===== config.mk =====
export PLATFORM = sky130hd
export DESIGN_NAME = lcdpc_top
export DESIGN_NICKNAME = d
export VERILOG_FILES = /design/src/logic/lcdpc_pkg.sv /design/src/logic/lcdpc_top.sv /design/src/logic/lcdpc_com_scan.sv
export SDC_FILE = /design/constraint.sdc
export NUM_CORES = 1
export LEC_CHECK = 0
export BUFFER_PORTS_ARGS = -buffer_cell sky130_fd_sc_hd__buf_2
export CORE_AREA = 2 2 586 588
export DETAILED_ROUTE_END_ITERATION = 16
export DIE_AREA = 0 0 588 590
export SLEW_MARGIN = 40
export SYNTH_ARGS = -nofsm -noshare
export SYNTH_HDL_FRONTEND = slang
export SYNTH_SLANG_ARGS = --single-unit

===== constraint.sdc =====
create_clock -name clk -period 24.2 [get_ports clk]
set_clock_uncertainty 0.2 [all_clocks]
set_input_delay 2.42 -clock clk [delete_from_list [all_inputs] [get_ports clk]]
set_output_delay 2.42 -clock clk [all_outputs]
set_load 0.05 [all_outputs]

===== src/logic/lcdpc_pkg.sv =====
// Purpose: Shared constants and types for the LCD drive and power control block.
// Assumes: Settings arrive as decoded command writes from the command interface.
// Notes: All settings are write-only; the block drives levels and supply enables.
package lcdpc_pkg;
   // Command write target selector codes
   localparam logic [1:0] LCDPC_SEL_SUPPLY = 2'h0;
   localparam logic [1:0] LCDPC_SEL_CONTRAST = 2'h1;
   localparam logic [1:0] LCDPC_SEL_RANGE = 2'h2;
   localparam logic [1:0] LCDPC_SEL_SCAN = 2'h3;
   // Field positions inside the supply enable control and scan direction settings
   localparam int LCDPC_SUP_DIV_BIT = 0;
   localparam int LCDPC_SUP_REG_BIT = 1;
   localparam int LCDPC_SUP_PUMP_BIT = 2;
   localparam int LCDPC_SUP_FAC_LO = 3;
   localparam int LCDPC_SUP_FAC_HI = 4;
   localparam int LCDPC_SCAN_DIR_BIT = 0;
   // Widths and reset values
   localparam int LCDPC_SUP_W = 5;
   localparam int LCDPC_CON_W = 7;
   localparam int LCDPC_RNG_W = 2;
   localparam logic [4:0] LCDPC_SUP_RST = 5'h00;
   localparam logic [6:0] LCDPC_CON_RST = 7'h00;
   localparam logic [1:0] LCDPC_RNG_RST = 2'h0;
   localparam logic LCDPC_SCAN_RST = 1'b0;
   // Pump factor codes
   localparam logic [1:0] LCDPC_FAC_TRIPLE = 2'h3;
   localparam logic [1:0] LCDPC_FAC_DOUBLE = 2'h2;
   localparam logic [1:0] LCDPC_FAC_NONE = 2'h1;
   // Range codes; code 01 has no defined range
   localparam logic [1:0] LCDPC_RNG_LOW = 2'h0;
   localparam logic [1:0] LCDPC_RNG_MID = 2'h2;
   localparam logic [1:0] LCDPC_RNG_HIGH = 2'h3;
   // Driver counts
   localparam int LCDPC_NSEG = 160;
   localparam int LCDPC_NCOM = 132;
   localparam logic [7:0] LCDPC_COM_LAST = 8'h83;
   localparam logic [7:0] LCDPC_COM_FIRST = 8'h00;
   // Minimum regulator-to-divider spacing expected from the host, in ms
   localparam int LCDPC_REG_TO_DIV_MS = 100;

   // Segment level selection
   typedef enum logic [2:0]
   {
      LCDPC_SEG_V2 = 3'h0,
      LCDPC_SEG_V1 = 3'h1,
      LCDPC_SEG_VREG = 3'h2,
      LCDPC_SEG_MV1 = 3'h3,
      LCDPC_SEG_MV2 = 3'h4
   } lcdpc_seg_lvl_t;

   // Common level selection
   typedef enum logic [1:0]
   {
      LCDPC_COM_V3 = 2'h0,
      LCDPC_COM_VREG = 2'h1,
      LCDPC_COM_MV3 = 2'h2
   } lcdpc_com_lvl_t;

   // One command write
   typedef struct packed
   {
      logic wr;
      logic [1:0] sel;
      logic [6:0] data;
   } lcdpc_cmd_t;

   // Enables and settings handed to the analog supply
   typedef struct packed
   {
      logic pump_en;
      logic regulator_en;
      logic level_divider_en;
      logic [1:0] pump_factor;
      logic [6:0] contrast_step;
      logic [1:0] drive_voltage_range;
   } lcdpc_supply_t;
endpackage : lcdpc_pkg


===== src/logic/lcdpc_top.sv =====
// Purpose: Drive stage level selection and power supply control settings.
// Assumes: Command writes are single-cycle strobes synchronous to clk.
// Notes: Settings are write-only; invalid decoder codes select the regulated level.

module lcdpc_top
   import lcdpc_pkg::*;
(
   input wire logic clk,
   input wire logic rst,
   input wire logic master_sel,
   input lcdpc_cmd_t cmd,
   input wire logic frame_start,
   input wire logic line_step,
   input wire logic [LCDPC_NSEG-1:0][2:0] seg_code,
   input wire logic [LCDPC_NCOM-1:0][1:0] com_code,
   output lcdpc_seg_lvl_t [LCDPC_NSEG-1:0] segment_output,
   output lcdpc_com_lvl_t [LCDPC_NCOM-1:0] common_output,
   output lcdpc_supply_t supply,
   output logic [7:0] active_com
);
   logic [LCDPC_SUP_W-1:0] supply_enable_control_reg; // Stored power control bits
   logic [LCDPC_SUP_W-1:0] supply_enable_control_next;
   logic [LCDPC_CON_W-1:0] contrast_step_reg; // Stored contrast step
   logic [LCDPC_CON_W-1:0] contrast_step_next;
   logic [LCDPC_RNG_W-1:0] drive_voltage_range_reg; // Stored range field
   logic [LCDPC_RNG_W-1:0] drive_voltage_range_next;
   logic scan_reverse_reg; // Common scan direction
   logic scan_reverse_next;
   lcdpc_supply_t supply_reg; // Registered supply outputs
   lcdpc_supply_t supply_next;
   logic is_master; // Master operation from select pin

   // Master when select pin high
   assign is_master = master_sel;

   // Settings write decode
   always_comb
   begin
      supply_enable_control_next = supply_enable_control_reg;
      contrast_step_next = contrast_step_reg;
      drive_voltage_range_next = drive_voltage_range_reg;
      scan_reverse_next = scan_reverse_reg;
      if (cmd.wr)
      begin
         case (cmd.sel)
            LCDPC_SEL_SUPPLY: supply_enable_control_next = cmd.data[LCDPC_SUP_W-1:0];
            LCDPC_SEL_CONTRAST: contrast_step_next = cmd.data;
            LCDPC_SEL_RANGE: drive_voltage_range_next = cmd.data[LCDPC_RNG_W-1:0];
            LCDPC_SEL_SCAN: scan_reverse_next = cmd.data[LCDPC_SCAN_DIR_BIT];
            default: scan_reverse_next = scan_reverse_reg;
         endcase
      end
   end

   // Settings registers with reset values
   always_ff @(posedge clk or posedge rst)
   begin
      if (rst)
      begin
         supply_enable_control_reg <= LCDPC_SUP_RST;
         contrast_step_reg <= LCDPC_CON_RST;
         drive_voltage_range_reg <= LCDPC_RNG_RST;
         scan_reverse_reg <= LCDPC_SCAN_RST;
      end
      else
      begin
         supply_enable_control_reg <= supply_enable_control_next;
         contrast_step_reg <= contrast_step_next;
         drive_voltage_range_reg <= drive_voltage_range_next;
         scan_reverse_reg <= scan_reverse_next;
      end
   end

   // Supply enables gated by master operation
   always_comb
   begin
      supply_next.pump_en = is_master & supply_enable_control_reg[LCDPC_SUP_PUMP_BIT];
      supply_next.regulator_en = is_master & supply_enable_control_reg[LCDPC_SUP_REG_BIT];
      supply_next.level_divider_en = is_master & supply_enable_control_reg[LCDPC_SUP_DIV_BIT];
      supply_next.pump_factor = supply_enable_control_reg[LCDPC_SUP_FAC_HI:LCDPC_SUP_FAC_LO];
      supply_next.contrast_step = contrast_step_reg;
      supply_next.drive_voltage_range = drive_voltage_range_reg;
   end

   // Supply output register
   always_ff @(posedge clk or posedge rst)
   begin
      if (rst)
      begin
         supply_reg <= '0;
      end
      else
      begin
         supply_reg <= supply_next;
      end
   end

   assign supply = supply_reg;

   // Per-output level selection
   genvar gi;
   generate
      for (gi = 0; gi < LCDPC_NSEG; gi++)
      begin : g_seg
         lcdpc_seg_lvl_t lvl_reg; // Registered segment level
         lcdpc_seg_lvl_t lvl_next;
         // Decoder code to segment level
         always_comb
         begin
            case (seg_code[gi])
               3'h0: lvl_next = LCDPC_SEG_V2;
               3'h1: lvl_next = LCDPC_SEG_V1;
               3'h3: lvl_next = LCDPC_SEG_MV1;
               3'h4: lvl_next = LCDPC_SEG_MV2;
               default: lvl_next = LCDPC_SEG_VREG;
            endcase
         end
         always_ff @(posedge clk or posedge rst)
         begin
            if (rst)
            begin
               lvl_reg <= LCDPC_SEG_VREG;
            end
            else
            begin
               lvl_reg <= lvl_next;
            end
         end
         assign segment_output[gi] = lvl_reg;
      end
      for (gi = 0; gi < LCDPC_NCOM; gi++)
      begin : g_com
         lcdpc_com_lvl_t lvl_reg; // Registered common level
         lcdpc_com_lvl_t lvl_next;
         // Reverse scan mirrors the code onto the output order
         always_comb
         begin
            case (scan_reverse_reg ? com_code[LCDPC_NCOM-1-gi] : com_code[gi])
               2'h0: lvl_next = LCDPC_COM_V3;
               2'h2: lvl_next = LCDPC_COM_MV3;
               default: lvl_next = LCDPC_COM_VREG;
            endcase
         end
         always_ff @(posedge clk or posedge rst)
         begin
            if (rst)
            begin
               lvl_reg <= LCDPC_COM_VREG;
            end
            else
            begin
               lvl_reg <= lvl_next;
            end
         end
         assign common_output[gi] = lvl_reg;
      end
   endgenerate

   // Common scan position
   lcdpc_com_scan u_scan
   (
      .clk(clk),
      .rst(rst),
      .reverse(scan_reverse_reg),
      .frame_start(frame_start),
      .line_step(line_step),
      .active_com(active_com)
   );
endmodule : lcdpc_top


===== src/logic/lcdpc_com_scan.sv =====
// Purpose: Common scan position counter with selectable direction.
// Assumes: line_step and frame_start come from the display timing logic.
// Notes: Position wraps at the end of the scan in either direction.
module lcdpc_com_scan
   import lcdpc_pkg::*;
(
   input wire logic clk,
   input wire logic rst,
   input wire logic reverse,
   input wire logic frame_start,
   input wire logic line_step,
   output logic [7:0] active_com
);
   logic [7:0] pos_reg; // Current common output being scanned
   logic [7:0] pos_next; // Next scan position

   // Next position: restart at frame, otherwise step up or down
   always_comb
   begin
      pos_next = pos_reg;
      if (frame_start)
      begin
         pos_next = reverse ? LCDPC_COM_LAST : LCDPC_COM_FIRST;
      end
      else if (line_step)
      begin
         if (reverse)
         begin
            pos_next = (pos_reg == LCDPC_COM_FIRST) ? LCDPC_COM_LAST : pos_reg - 8'h01;
         end
         else
         begin
            pos_next = (pos_reg == LCDPC_COM_LAST) ? LCDPC_COM_FIRST : pos_reg + 8'h01;
         end
      end
   end

   // Position register
   always_ff @(posedge clk or posedge rst)
   begin
      if (rst)
      begin
         pos_reg <= 8'h00;
      end
      else
      begin
         pos_reg <= pos_next;
      end
   end

   assign active_com = pos_reg;
endmodule : lcdpc_com_scan


# Word level (Yosys, flattened, before mapping)
# Index checks and enable logic that the tools add are counted.
[op_classes]
bitwise_logic = 3
eq_ne = 616
reduce_logical = 299
n_mux = 430
add_sub_neg = 2
[ops]
columns = ["cell", "n"]
rows = [
  ["$pmux W3 S4", 160],
  ["$pmux W2 S2", 132],
  ["$eq A3 B1 Y1 const B", 160],
  ["$eq A3 B2 Y1 const B", 160],
  ["$eq A3 B3 Y1 const B", 160],
  ["$logic_not A3 Y1", 160],
  ["$eq A2 B2 Y1 const B", 134],
  ["$logic_not A2 Y1", 133],
  ["$mux W2", 132],
  ["$mux W8", 6],
  ["$add A8 B1 Y8 const B", 1],
  ["$eq A8 B8 Y1 const B", 1],
  ["$logic_not A8 Y1", 1],
  ["$reduce_and A2 Y1", 4],
  ["$sub A8 B1 Y8 const B", 1],
  ["$and A1 B1 Y1", 3],
  ["$eq A2 B1 Y1 const B", 1],
  ["$reduce_bool A2 Y1", 1],
]
[totals]
wordCells = 1653
input_bits = 759
regBits = 781
output_inout_bits = 766

# Longest topological paths before layout
# Gate-level depths: netlist of run 1.
[logic_depth]
word_depth = 5
ltp_mapped = 6

# Hierarchy
# A second synthesis of run 1 with hierarchy kept.
[unflattened]
cells_unflattened = 1809
area_unflattened_um2 = 28561.1
[modules_own_cells]
columns = ["mod", "seq_area_each_um2", "area_per_inst_um2", "cells_per_inst", "instances"]
rows = [
  ["lcdpc_top", 19708.9, 27702.8, 1702, 1],
  ["lcdpc_com_scan", 200.2, 858.3, 107, 1],
]

# Least setup slack after synthesis of run 1
# Ideal clock, no wire load.
[synth_path]
kind = "input to register"
start = "input frame_start"
end = "register u_scan.pos_reg[3], in the netlist u_scan.active_com[3]"
setup_slack_ps = 20424
required_time_ps = 23918
arrival_time_ps = 3494
setup_time_ps = 82
stages = 5
path_cell_list = "buf_2 -> nand2b_1 -> a311oi_1 -> o21ai_0 -> a31oi_1"
[synth_between]
elab_chain_len = 1
[synth_rtl]
columns = ["item", "line_no", "source"]
rows = [
  ["start, declared", "lcdpc_top.sv:12", "input wire logic frame_start,"],
  ["$mux W8 or $reduce_bool A2 Y1 (tied branches)", "--", ""],
  ["end signal, assigned", "lcdpc_com_scan.sv:47", "pos_reg <= pos_next;"],
  ["end, declared", "lcdpc_com_scan.sv:14", "logic [7:0] pos_reg;"],
]
# Parallel ways exist; a longest one is shown, timed or not.
# A chain may end at the register's enable or synchronous reset.

==> results.tsv, run 1 <==
metric	value	unit
status	finished clean	
fmax	0.176	GHz
clockBufferDepth	4	
max_stage_delay	670	ps
critPathSlowestCell	buf_4	
switching_power	1.40	mW
finalCritPeriodShare	23.4	%
post-route-util	13.0	%
first_pass_iters	5	
fillers	38900	
grt_use_total	12.5	%
via_per_inst	2.78	
grt_pass1_wl	272000	um
drtIter0Drc	1322	
async_reset_ff_share	100	%
grt_max_degree	88	
crit_path_start_kind	input pin	
start_util	8.07	%
grt-ovfl-total	0	
intPower	2.57	mW
mostFrequentLayoutCells	buf_2 (1,524), dfrtp_1 (488), dfstp_2 (292)	
core	341000	um^2
synth_top_family_by_area	multiplexers	
crit_fanout	87	
leakagePower	20.8	nW
endpoint_kind	asynchronous set/reset pin	
muxShareOfSynthArea	10.9	%
arrival	6340	ps
ctsHoldBuffers	0	
path_cells	buf_2, inv_8, buf_4, buf_6, buf_4, buf_6, buf_6	
syn_area	27500	um^2
synth_area_per_cell	15.3	um^2
synth_top_area_share	44.4	%
synth.distinct_cells	43	
seq_area_frac_synth	72.3	%
largest_reg_flops	480	
ant_nets	0	
whs_path_depth	0	
slew_headroom	44.5	%
clk_pin_slew_worst_paths	60	ps
peakVddDrop	0.0532	mV
antenna_found_initial	248	
yosys.area_share.simple	10.8	%
io_pins	1525	
worst_pin_slew	830	ps
synth_edf_count	0	
fin_nets	4164	
routabilityCongestion	1.04	
combPwrFrac	24.1	%
drive_gt1_share	61.5	%
fin_area	44500	um^2
swShare	35.2	%
synth-xor-area-share	0.0318	%
p_per_area	89.3	nW/um^2
postCtsSetupRepairBufs	0	
drv_cap	0	
period_minus_slack	5670	ps
ys.flop_type	dfrtp_1	
hold_violations	0	
crit_type	in2async	
portBuffers	1524	
rr_endpoint	g_com[36].lvl_reg[1]	
num_vias	22700	
final-max-slew-violation-count	0	
yosys_warnings	0	
synth_area_leaders	dfrtp_1 (44%), dfstp_2 (28%), mux2_2 (5.6%), mux2i_1 (4.8%), nor3b_1 (4.4%)	
place_inst	7859	
area_growth	61.4	%
cts.sinks	781	
tritoncts	built	
worstPathRequired	24870	ps
dp_hpwl	202000	um
synth_compound_area_share	5.17	%
p_seq_share	38.1	%
synth_largest_area_cell	dfrtp_1	
hold_class	reg2reg	
ys_ff_latch	781	
whs_endpoint	supply[7]	
fp-row-count	215	
syn_nets	2557	
h-tree-depth	3	
netlist_instances	1795	
cts_resized	0	
grt_pass1_vias	22500	
rsz0062_at_grt	false	
crit_family	buffers and inverters	
crit_top_cell	buf_6	
finalSetupViolCount	0	
cp_num_buf_inv	7	
die_area	347000	um^2
r2r_start	scan_reverse_reg	
wl	225000	um
pre_cts_ws	17340	ps
p_clk_share	37.8	%
fp.dieW	588	um
clock_latency	760	ps
setup_ws	18530	ps
drc	0	
routedWlPerCell	27.6	um
layout_commonest_cell	buf_2	
ctsRootBufferMaster	clkbuf_16	
die_y	590	um
rrSetupSlack	20900	ps
stdcell_count	8147	
rr_worst_depth	6	
setup_tns	0	ps
synth_adder_area_share	0.136	%
numCtsBuffers	96	
dpl-instance-area	40900	um^2
min_from	contrast_step_reg[5]	
[through the flow]
step	hold WS, ps	total power, mW
6_report	171	3.97
5_1_grt	185	4.14
4_1_cts	176	4.05
3_5_place_dp	163	2.51
3_3_place_gp	161	2.50
2_1_floorplan	149	2.14
[power by group through the flow]
stage	combinational (mW)	clock, mW	sequential [mW]
6_report	0.958	1.50	1.51
5_1_grt	1.01	1.60	1.52
4_1_cts	0.968	1.56	1.52
3_5_place_dp	0.966	0	1.54
3_3_place_gp	0.964	0	1.54
2_1_floorplan	0.212	0	1.93
[cell type report]
class / count / area [um^2] / share of cell area (%)
Antenna cell: 112 / 280 / 0.630
Clock buffer: 129 / 2680 / 6.02
Clock inverter: 45 / 563 / 1.27
Inverter: 8 / 37.5 / 0.0844
Multi-Input combinational cell: 971 / 7440 / 16.7
Sequential cell: 781 / 19900 / 44.8
Tap cell: 4557 / 5700 / 12.8
Timing Repair Buffer: 1544 / 7850 / 17.7
[synth_stat cells, drive strengths merged (5+ instances only)]
master	n
dfrtp	489
dfstp	292
nor2b	164
nor3b	162
a21o	160
mux2	148
nor2	137
mux2i	133
buf	31
a21oi	9
inv	8
and2	5
and3	5
nand3	5
[cell families after synthesis]
group           after synthesis
compound gates              192
xor+xnor                      1
fa+ha+maj                     3
buf+inv                      43
flops                       781
mux                         281
simple gates                494
[worst register-to-register path, stage by stage (launching register included)]
cell and delay (ps):
dfrtp_4 620, buf_6 450, buf_4 470, buf_12 300, buf_4 570, mux2_2 420, nor2_1 250
[routing by layer]
metal	GRT usage, %	up-vias	wire [um]
met5	0	-	616
met4	5.91	88	13200
met3	7.17	603	28800
met2	21.6	1389	110000
met1	11.9	11100	73100
li1	-	9526	-
[worst max path at each step]
| stage | startpoint | to | slack [ps] | cells past startpoint |
|---|---|---|---|---|
| finish | rst | g_seg[130].lvl_reg[0] | 18530 | 7 |
| global route | rst | g_seg[81].lvl_reg[2] | 18010 | 7 |
| global placement | rst | g_seg[96].lvl_reg[2] | 16850 | 7 |
| CTS | rst | g_seg[96].lvl_reg[0] | 18270 | 7 |
| floorplan | rst | contrast_step_reg[0] | 140 | 1 |
| detailed placement | rst | g_seg[96].lvl_reg[0] | 17340 | 7 |
Note: power is estimated with default switching activity, not from simulation.
==> inputs of run 2 (changes only) <==
--- a/config.mk
+++ b/config.mk
@@ -6,9 +6,9 @@
 export NUM_CORES = 1
 export LEC_CHECK = 0
 export BUFFER_PORTS_ARGS = -buffer_cell sky130_fd_sc_hd__buf_2
-export CORE_AREA = 2 2 586 588
+export CORE_AREA = 2 2 593 595
 export DETAILED_ROUTE_END_ITERATION = 16
-export DIE_AREA = 0 0 588 590
+export DIE_AREA = 0 0 595 597
 export SLEW_MARGIN = 40
 export SYNTH_ARGS = -nofsm -noshare
 export SYNTH_HDL_FRONTEND = slang
==> constraint.sdc (replaced) <==
create_clock -name clk -period 5.61 [get_ports clk]
set_clock_uncertainty 0.2 [all_clocks]
set_input_delay 0.561 -clock clk [delete_from_list [all_inputs] [get_ports clk]]
set_output_delay 0.561 -clock clk [all_outputs]
set_load 0.05 [all_outputs]
==> run 2 against run 1 <==
Effect of this change:
- first-iteration DRC count grew 23%
- global-route usage is 0.82 points higher
- final cell count grew 16%
==> results.tsv, run 2 (synthesis results as in run 1) <==
metric	value	unit	change
crit_type	reg2reg		
tritoncts	built		
ctsRootBufferMaster	clkbuf_16		
whs_endpoint	supply[10]		
period_minus_slack	3520	ps	
slew_headroom	47.4	%	+2.9 points
final-max-slew-violation-count	0		unchanged
ant_nets	0		unchanged
cts.sinks	781		unchanged
crit_family	buffers and inverters		
dpl-instance-area	41200	um^2	+0.67%
drv_cap	0		unchanged
drc	0		unchanged
core	349000	um^2	+2.2%
io_pins	1525		unchanged
leakagePower	26.8	nW	+29%
grt_pass1_vias	29800		+33%
wl	247000	um	+9.5%
drive_gt1_share	45.5	%	-16 points
clockBufferDepth	4		unchanged
clk_pin_slew_worst_paths	60	ps	about the same
fmax	0.284	GHz	
finalSetupViolCount	0		unchanged
timing.hold.ws	140	ps	-31.7 ps
mostFrequentLayoutCells	buf_2 (1,524), dlygate4sd3_1 (1,251), dfrtp_1 (488)		
path_cells	buf_12, buf_4, mux2i_1, dlygate4sd3_1, nor2_1, dlygate4sd3_1		
num_vias	27900		+23%
routabilityCongestion	1.07		+2.6%
worstPathRequired	6050	ps	-18,820 ps
die_area	355000	um^2	+2.4%
peakVddDrop	0.219	mV	+310%
p_per_area	322	nW/um^2	+260%
pre_cts_ws	3170	ps	-14,170 ps
cts_resized	0		unchanged
fp-row-count	217		+0.93%
first_pass_iters	5		unchanged
status	finished clean		
grt_use_total	13.3	%	+0.82 points
min_from	supply_enable_control_reg[4]		
grt_max_degree	108		+23%
antenna_found_initial	184		-26%
die_y	597	um	+1.2%
h-tree-depth	3		unchanged
fin_area	57300	um^2	+29%
largest_reg_flops	480		unchanged
fin_nets	5434		+30%
max_stage_delay	660	ps	about the same
via_per_inst	2.95		+6.1%
finalCritPeriodShare	62.8	%	
crit_fanout	69		-21%
layout_commonest_cell	buf_2		
r2r_start	scan_reverse_reg		
start_util	7.90	%	-0.17 points
endpoint_kind	register		
dp_hpwl	214000	um	+5.8%
fp.dieW	595	um	+1.2%
hold_class	reg2reg		
cp_num_buf_inv	4		-3
rr_endpoint	g_com[44].lvl_reg[1]		
grt-ovfl-total	0		unchanged
arrival	3970	ps	-2370 ps
area_growth	108	%	
post-route-util	16.4	%	+3.4 points
rrSetupSlack	2090	ps	-18,810 ps
routedWlPerCell	26.1	um	-5.5%
grt_pass1_wl	307000	um	+13%
crit_top_cell	dlygate4sd3_1		
clock_latency	810	ps	+50 ps
rsz0062_at_grt	false		
whs_path_depth	0		unchanged
numCtsBuffers	99		+3.1%
worst_pin_slew	788	ps	-41.9 ps
drtIter0Drc	1621		+23%
rr_worst_depth	6		unchanged
portBuffers	1524		unchanged
critPathSlowestCell	dfrtp_4		
setup_ws	2090	ps	-16,440 ps
crit_path_start_kind	register		
hold_violations	0		unchanged
## run 2: changes by cell type in the layout (fill, tap and decap cells not counted), sizes merged
cell / before / now
diode: 112 / 87
clkinvlp: 3 / 5
dlygate4sd3: 0 / 1251
bufinv: 9 / 10
clkbuf: 129 / 128
buf: 1544 / 1560
clkinv: 23 / 28
## run 2: metrics by stage
step           setup TNS (ps)  power [mW]  cells
2_1_floorplan        -3525120        9.25   1795
3_5_place_dp                0        10.9   7919
3_3_place_gp                0        10.9   7917
5_1_grt                     0        19.1   9406
4_1_cts                     0        18.7   9351
6_report                    0        18.5   9438
## run 2: how the worst max path moves through the flow
| stage | slack (ps) | start | cells after the start | to |
|---|---|---|---|---|
| after CTS | 2260 | scan_reverse_reg | 6 | g_com[45].lvl_reg[1] |
| after floorplan | -5630 | rst | 1 | contrast_step_reg[0] |
| after detailed placement | 3170 | scan_reverse_reg | 4 | g_com[56].lvl_reg[1] |
| after global placement | 3160 | scan_reverse_reg | 4 | g_com[75].lvl_reg[1] |
| final | 2090 | scan_reverse_reg | 6 | g_com[44].lvl_reg[1] |
| after global routing | 2040 | scan_reverse_reg | 6 | g_com[44].lvl_reg[1] |
## run 2: timing repair
| action | 4_1_cts | 5_1_grt |
|---|---|---|
| hold buffers | 1251 | 0 |
| hold endpoints to repair | 893 | 0 |
| buffers inserted | 0 | 0 |
## run 2: area by class of cell
cell class	instances	area [um^2]
inverters	8	33.8
repair buffers	2811	20600
flip-flops and latches	781	19900
multi-input cells	971	7430
clock buffers	128	2730
well taps	4599	5750
diodes	87	218
fillers	38500	291000
clock inverters	53	621
## run 2: layer usage
layer	global-route usage, %	up-vias	routed length, um
li1	-	12100	-
met1	13.9	13700	88100
met2	23.4	1490	121000
met3	4.98	553	22800
met4	6.37	58	14000
met5	0.0135	-	391
## run 2: where the power goes
part / internal [mW] / switching [mW] / total, mW / leakage (nW)
combinational: 1.74 / 3.48 / 5.22 / 15.7
sequential: 6.29 / 0.299 / 6.59 / 9.44
clock: 3.92 / 2.73 / 6.65 / 1.65
==> inputs of run 3 (changes only) <==
--- a/config.mk
+++ b/config.mk
@@ -6,9 +6,9 @@
 export NUM_CORES = 1
 export LEC_CHECK = 0
 export BUFFER_PORTS_ARGS = -buffer_cell sky130_fd_sc_hd__buf_2
-export CORE_AREA = 2 2 593 595
+export CORE_AREA = 2 2 586 588
 export DETAILED_ROUTE_END_ITERATION = 16
-export DIE_AREA = 0 0 595 597
+export DIE_AREA = 0 0 588 590
 export SLEW_MARGIN = 40
 export SYNTH_ARGS = -nofsm -noshare
 export SYNTH_HDL_FRONTEND = slang
==> constraint.sdc (replaced) <==
create_clock -name clk -period 3.21 [get_ports clk]
set_clock_uncertainty 0.2 [all_clocks]
set_input_delay 0.321 -clock clk [delete_from_list [all_inputs] [get_ports clk]]
set_output_delay 0.321 -clock clk [all_outputs]
set_load 0.05 [all_outputs]
==> run 3 against run 2 <==
Effect of this change:
- final cell count increased by 1.6%
- first-iteration DRC count decreased by 8.4%
- flip-flop and latch count unchanged
- global-route usage increased by 0.12 points
- setup slack got worse by 2000 ps
- count of clock-buffer cells in the layout increased by 17
- largest power group is now registers
==> results.tsv, run 3 (synthesis results as in run 1) <==
metric	value	unit	change
post-route-util	17.3	%	+0.91 points
dpl-instance-area	41200	um^2	about the same
p_per_area	544	nW/um^2	+69%
grt_pass1_wl	305000	um	-0.64%
num_vias	29200		+4.7%
crit_fanout	92		+33%
period_minus_slack	3090	ps	-433 ps
clockBufferDepth	4		unchanged
tritoncts	built		
slew_headroom	43.8	%	-3.7 points
endpoint_kind	register		
io_pins	1525		unchanged
first_pass_iters	5		unchanged
start_util	8.07	%	+0.17 points
ant_nets	0		unchanged
core	341000	um^2	-2.2%
whs_path_depth	3		+3
place_inst	7876		-0.54%
routedWlPerCell	25.3	um	-3.2%
drive_gt1_share	43.4	%	-2.1 points
fp-row-count	215		-0.92%
mostFrequentLayoutCells	buf_2 (1,524), dlygate4sd3_1 (1,449), dfrtp_1 (488)		
wl	242000	um	-1.7%
fin_area	59100	um^2	+3.3%
clock_latency	750	ps	-60 ps
worst_pin_slew	844	ps	+55.3 ps
routabilityCongestion	1.07		-0.19%
stdcell_count	9589		+1.6%
status	finished clean		
cts.sinks	781		unchanged
grt_pass1_vias	31200		+4.5%
crit_type	reg2reg		
portBuffers	1524		unchanged
ctsRootBufferMaster	clkbuf_16		
dp_hpwl	203000	um	-5.0%
layout_commonest_cell	buf_2		
antenna_found_initial	175		-4.9%
fp.dieW	588	um	-1.2%
arrival	3570	ps	-400 ps
finalSetupViolCount	0		unchanged
timing.hold.ws	90.3	ps	-49.2 ps
drv_cap	0		unchanged
grt_max_degree	106		-1.9%
numCtsBuffers	99		unchanged
cts_resized	0		unchanged
h-tree-depth	3		unchanged
fin_nets	5635		+3.7%
final-max-slew-violation-count	0		unchanged
crit_path_start_kind	register		
peakVddDrop	0.399	mV	+83%
die_y	590	um	-1.2%
rr_worst_depth	6		unchanged
leakagePower	27.5	nW	+2.7%
area_growth	115	%	
setup_ws	118	ps	-1970 ps
largest_reg_flops	480		unchanged
hold_class	in2reg		
die_area	347000	um^2	-2.3%
drtIter0Drc	1485		-8.4%
drc	0		unchanged
clk_pin_slew_worst_paths	60	ps	about the same
worstPathRequired	3690	ps	-2360 ps
via_per_inst	3.04		+3.1%
rsz0062_at_grt	false		
grt_use_total	13.4	%	+0.12 points
grt-ovfl-total	0		unchanged
fillers	37500		-2.6%
finalCritPeriodShare	96.3	%	+33 points
hold_violations	0		unchanged
fmax	0.323	GHz	+14%
pre_cts_ws	936	ps	-2230 ps
run 3: layer usage:
layer  GRT usage, %  share of wire, %  vias up
li1               -                 -    12500
met5              0             0.095        -
met3           4.85               8.5      652
met4           8.07               7.2       36
met1           13.8                35    14400
met2           23.4                49     1668
run 3: final timing paths:
path / from / end / slack (ps)
max reg2reg: scan_reverse_reg / g_com[35].lvl_reg[1] / 120
min: seg_code[139] / g_seg[46].lvl_reg[1] / 90
min reg2reg: contrast_step_reg[5] / supply[7] / 170
max in group asynchronous: rst / g_com[126].lvl_reg[0] / 1120
max: scan_reverse_reg / g_com[35].lvl_reg[1] / 120
min in group asynchronous: rst / g_seg[59].lvl_reg[0] / 480
run 3: final cells by class:
class | instances | area, um^2 | share of cell area, %
Clock buffer | 145 | 2820 | 4.77
Antenna cell | 81 | 203 | 0.343
Inverter | 8 | 33.8 | 0.0571
Clock inverter | 34 | 415 | 0.703
Sequential cell | 781 | 19900 | 33.7
Multi-Input combinational cell | 971 | 7440 | 12.6
Timing Repair Buffer | 3012 | 22600 | 38.2
Tap cell | 4557 | 5700 | 9.64
run 3: worst max-delay path, stage by stage, from the launching register on:
cell           delay [ps]
dfrtp_4               480
buf_4                 200
buf_12                270
mux2i_1               290
dlygate4sd3_1         610
nor2_1                 50
dlygate4sd3_1         570
run 3: report_power, final:
group	switching (mW)	internal, mW
clock network	4.74	6.59
registers	0.459	11.0
logic	6.13	3.24
run 3: repair_timing:
action,4_1_cts,5_1_grt
setup endpoints to repair,0,2
hold buffers,1449,0
hold endpoints to repair,1173,0
setup buffers,0,4
run 3: through the flow:
stage | power, mW | TNS [ps]
3_5_place_dp | 19.1 | 0
3_3_place_gp | 19.1 | 0
5_1_grt | 33.4 | 0
2_1_floorplan | 16.2 | -5212080
6_report | 32.2 | 0
4_1_cts | 32.6 | 0
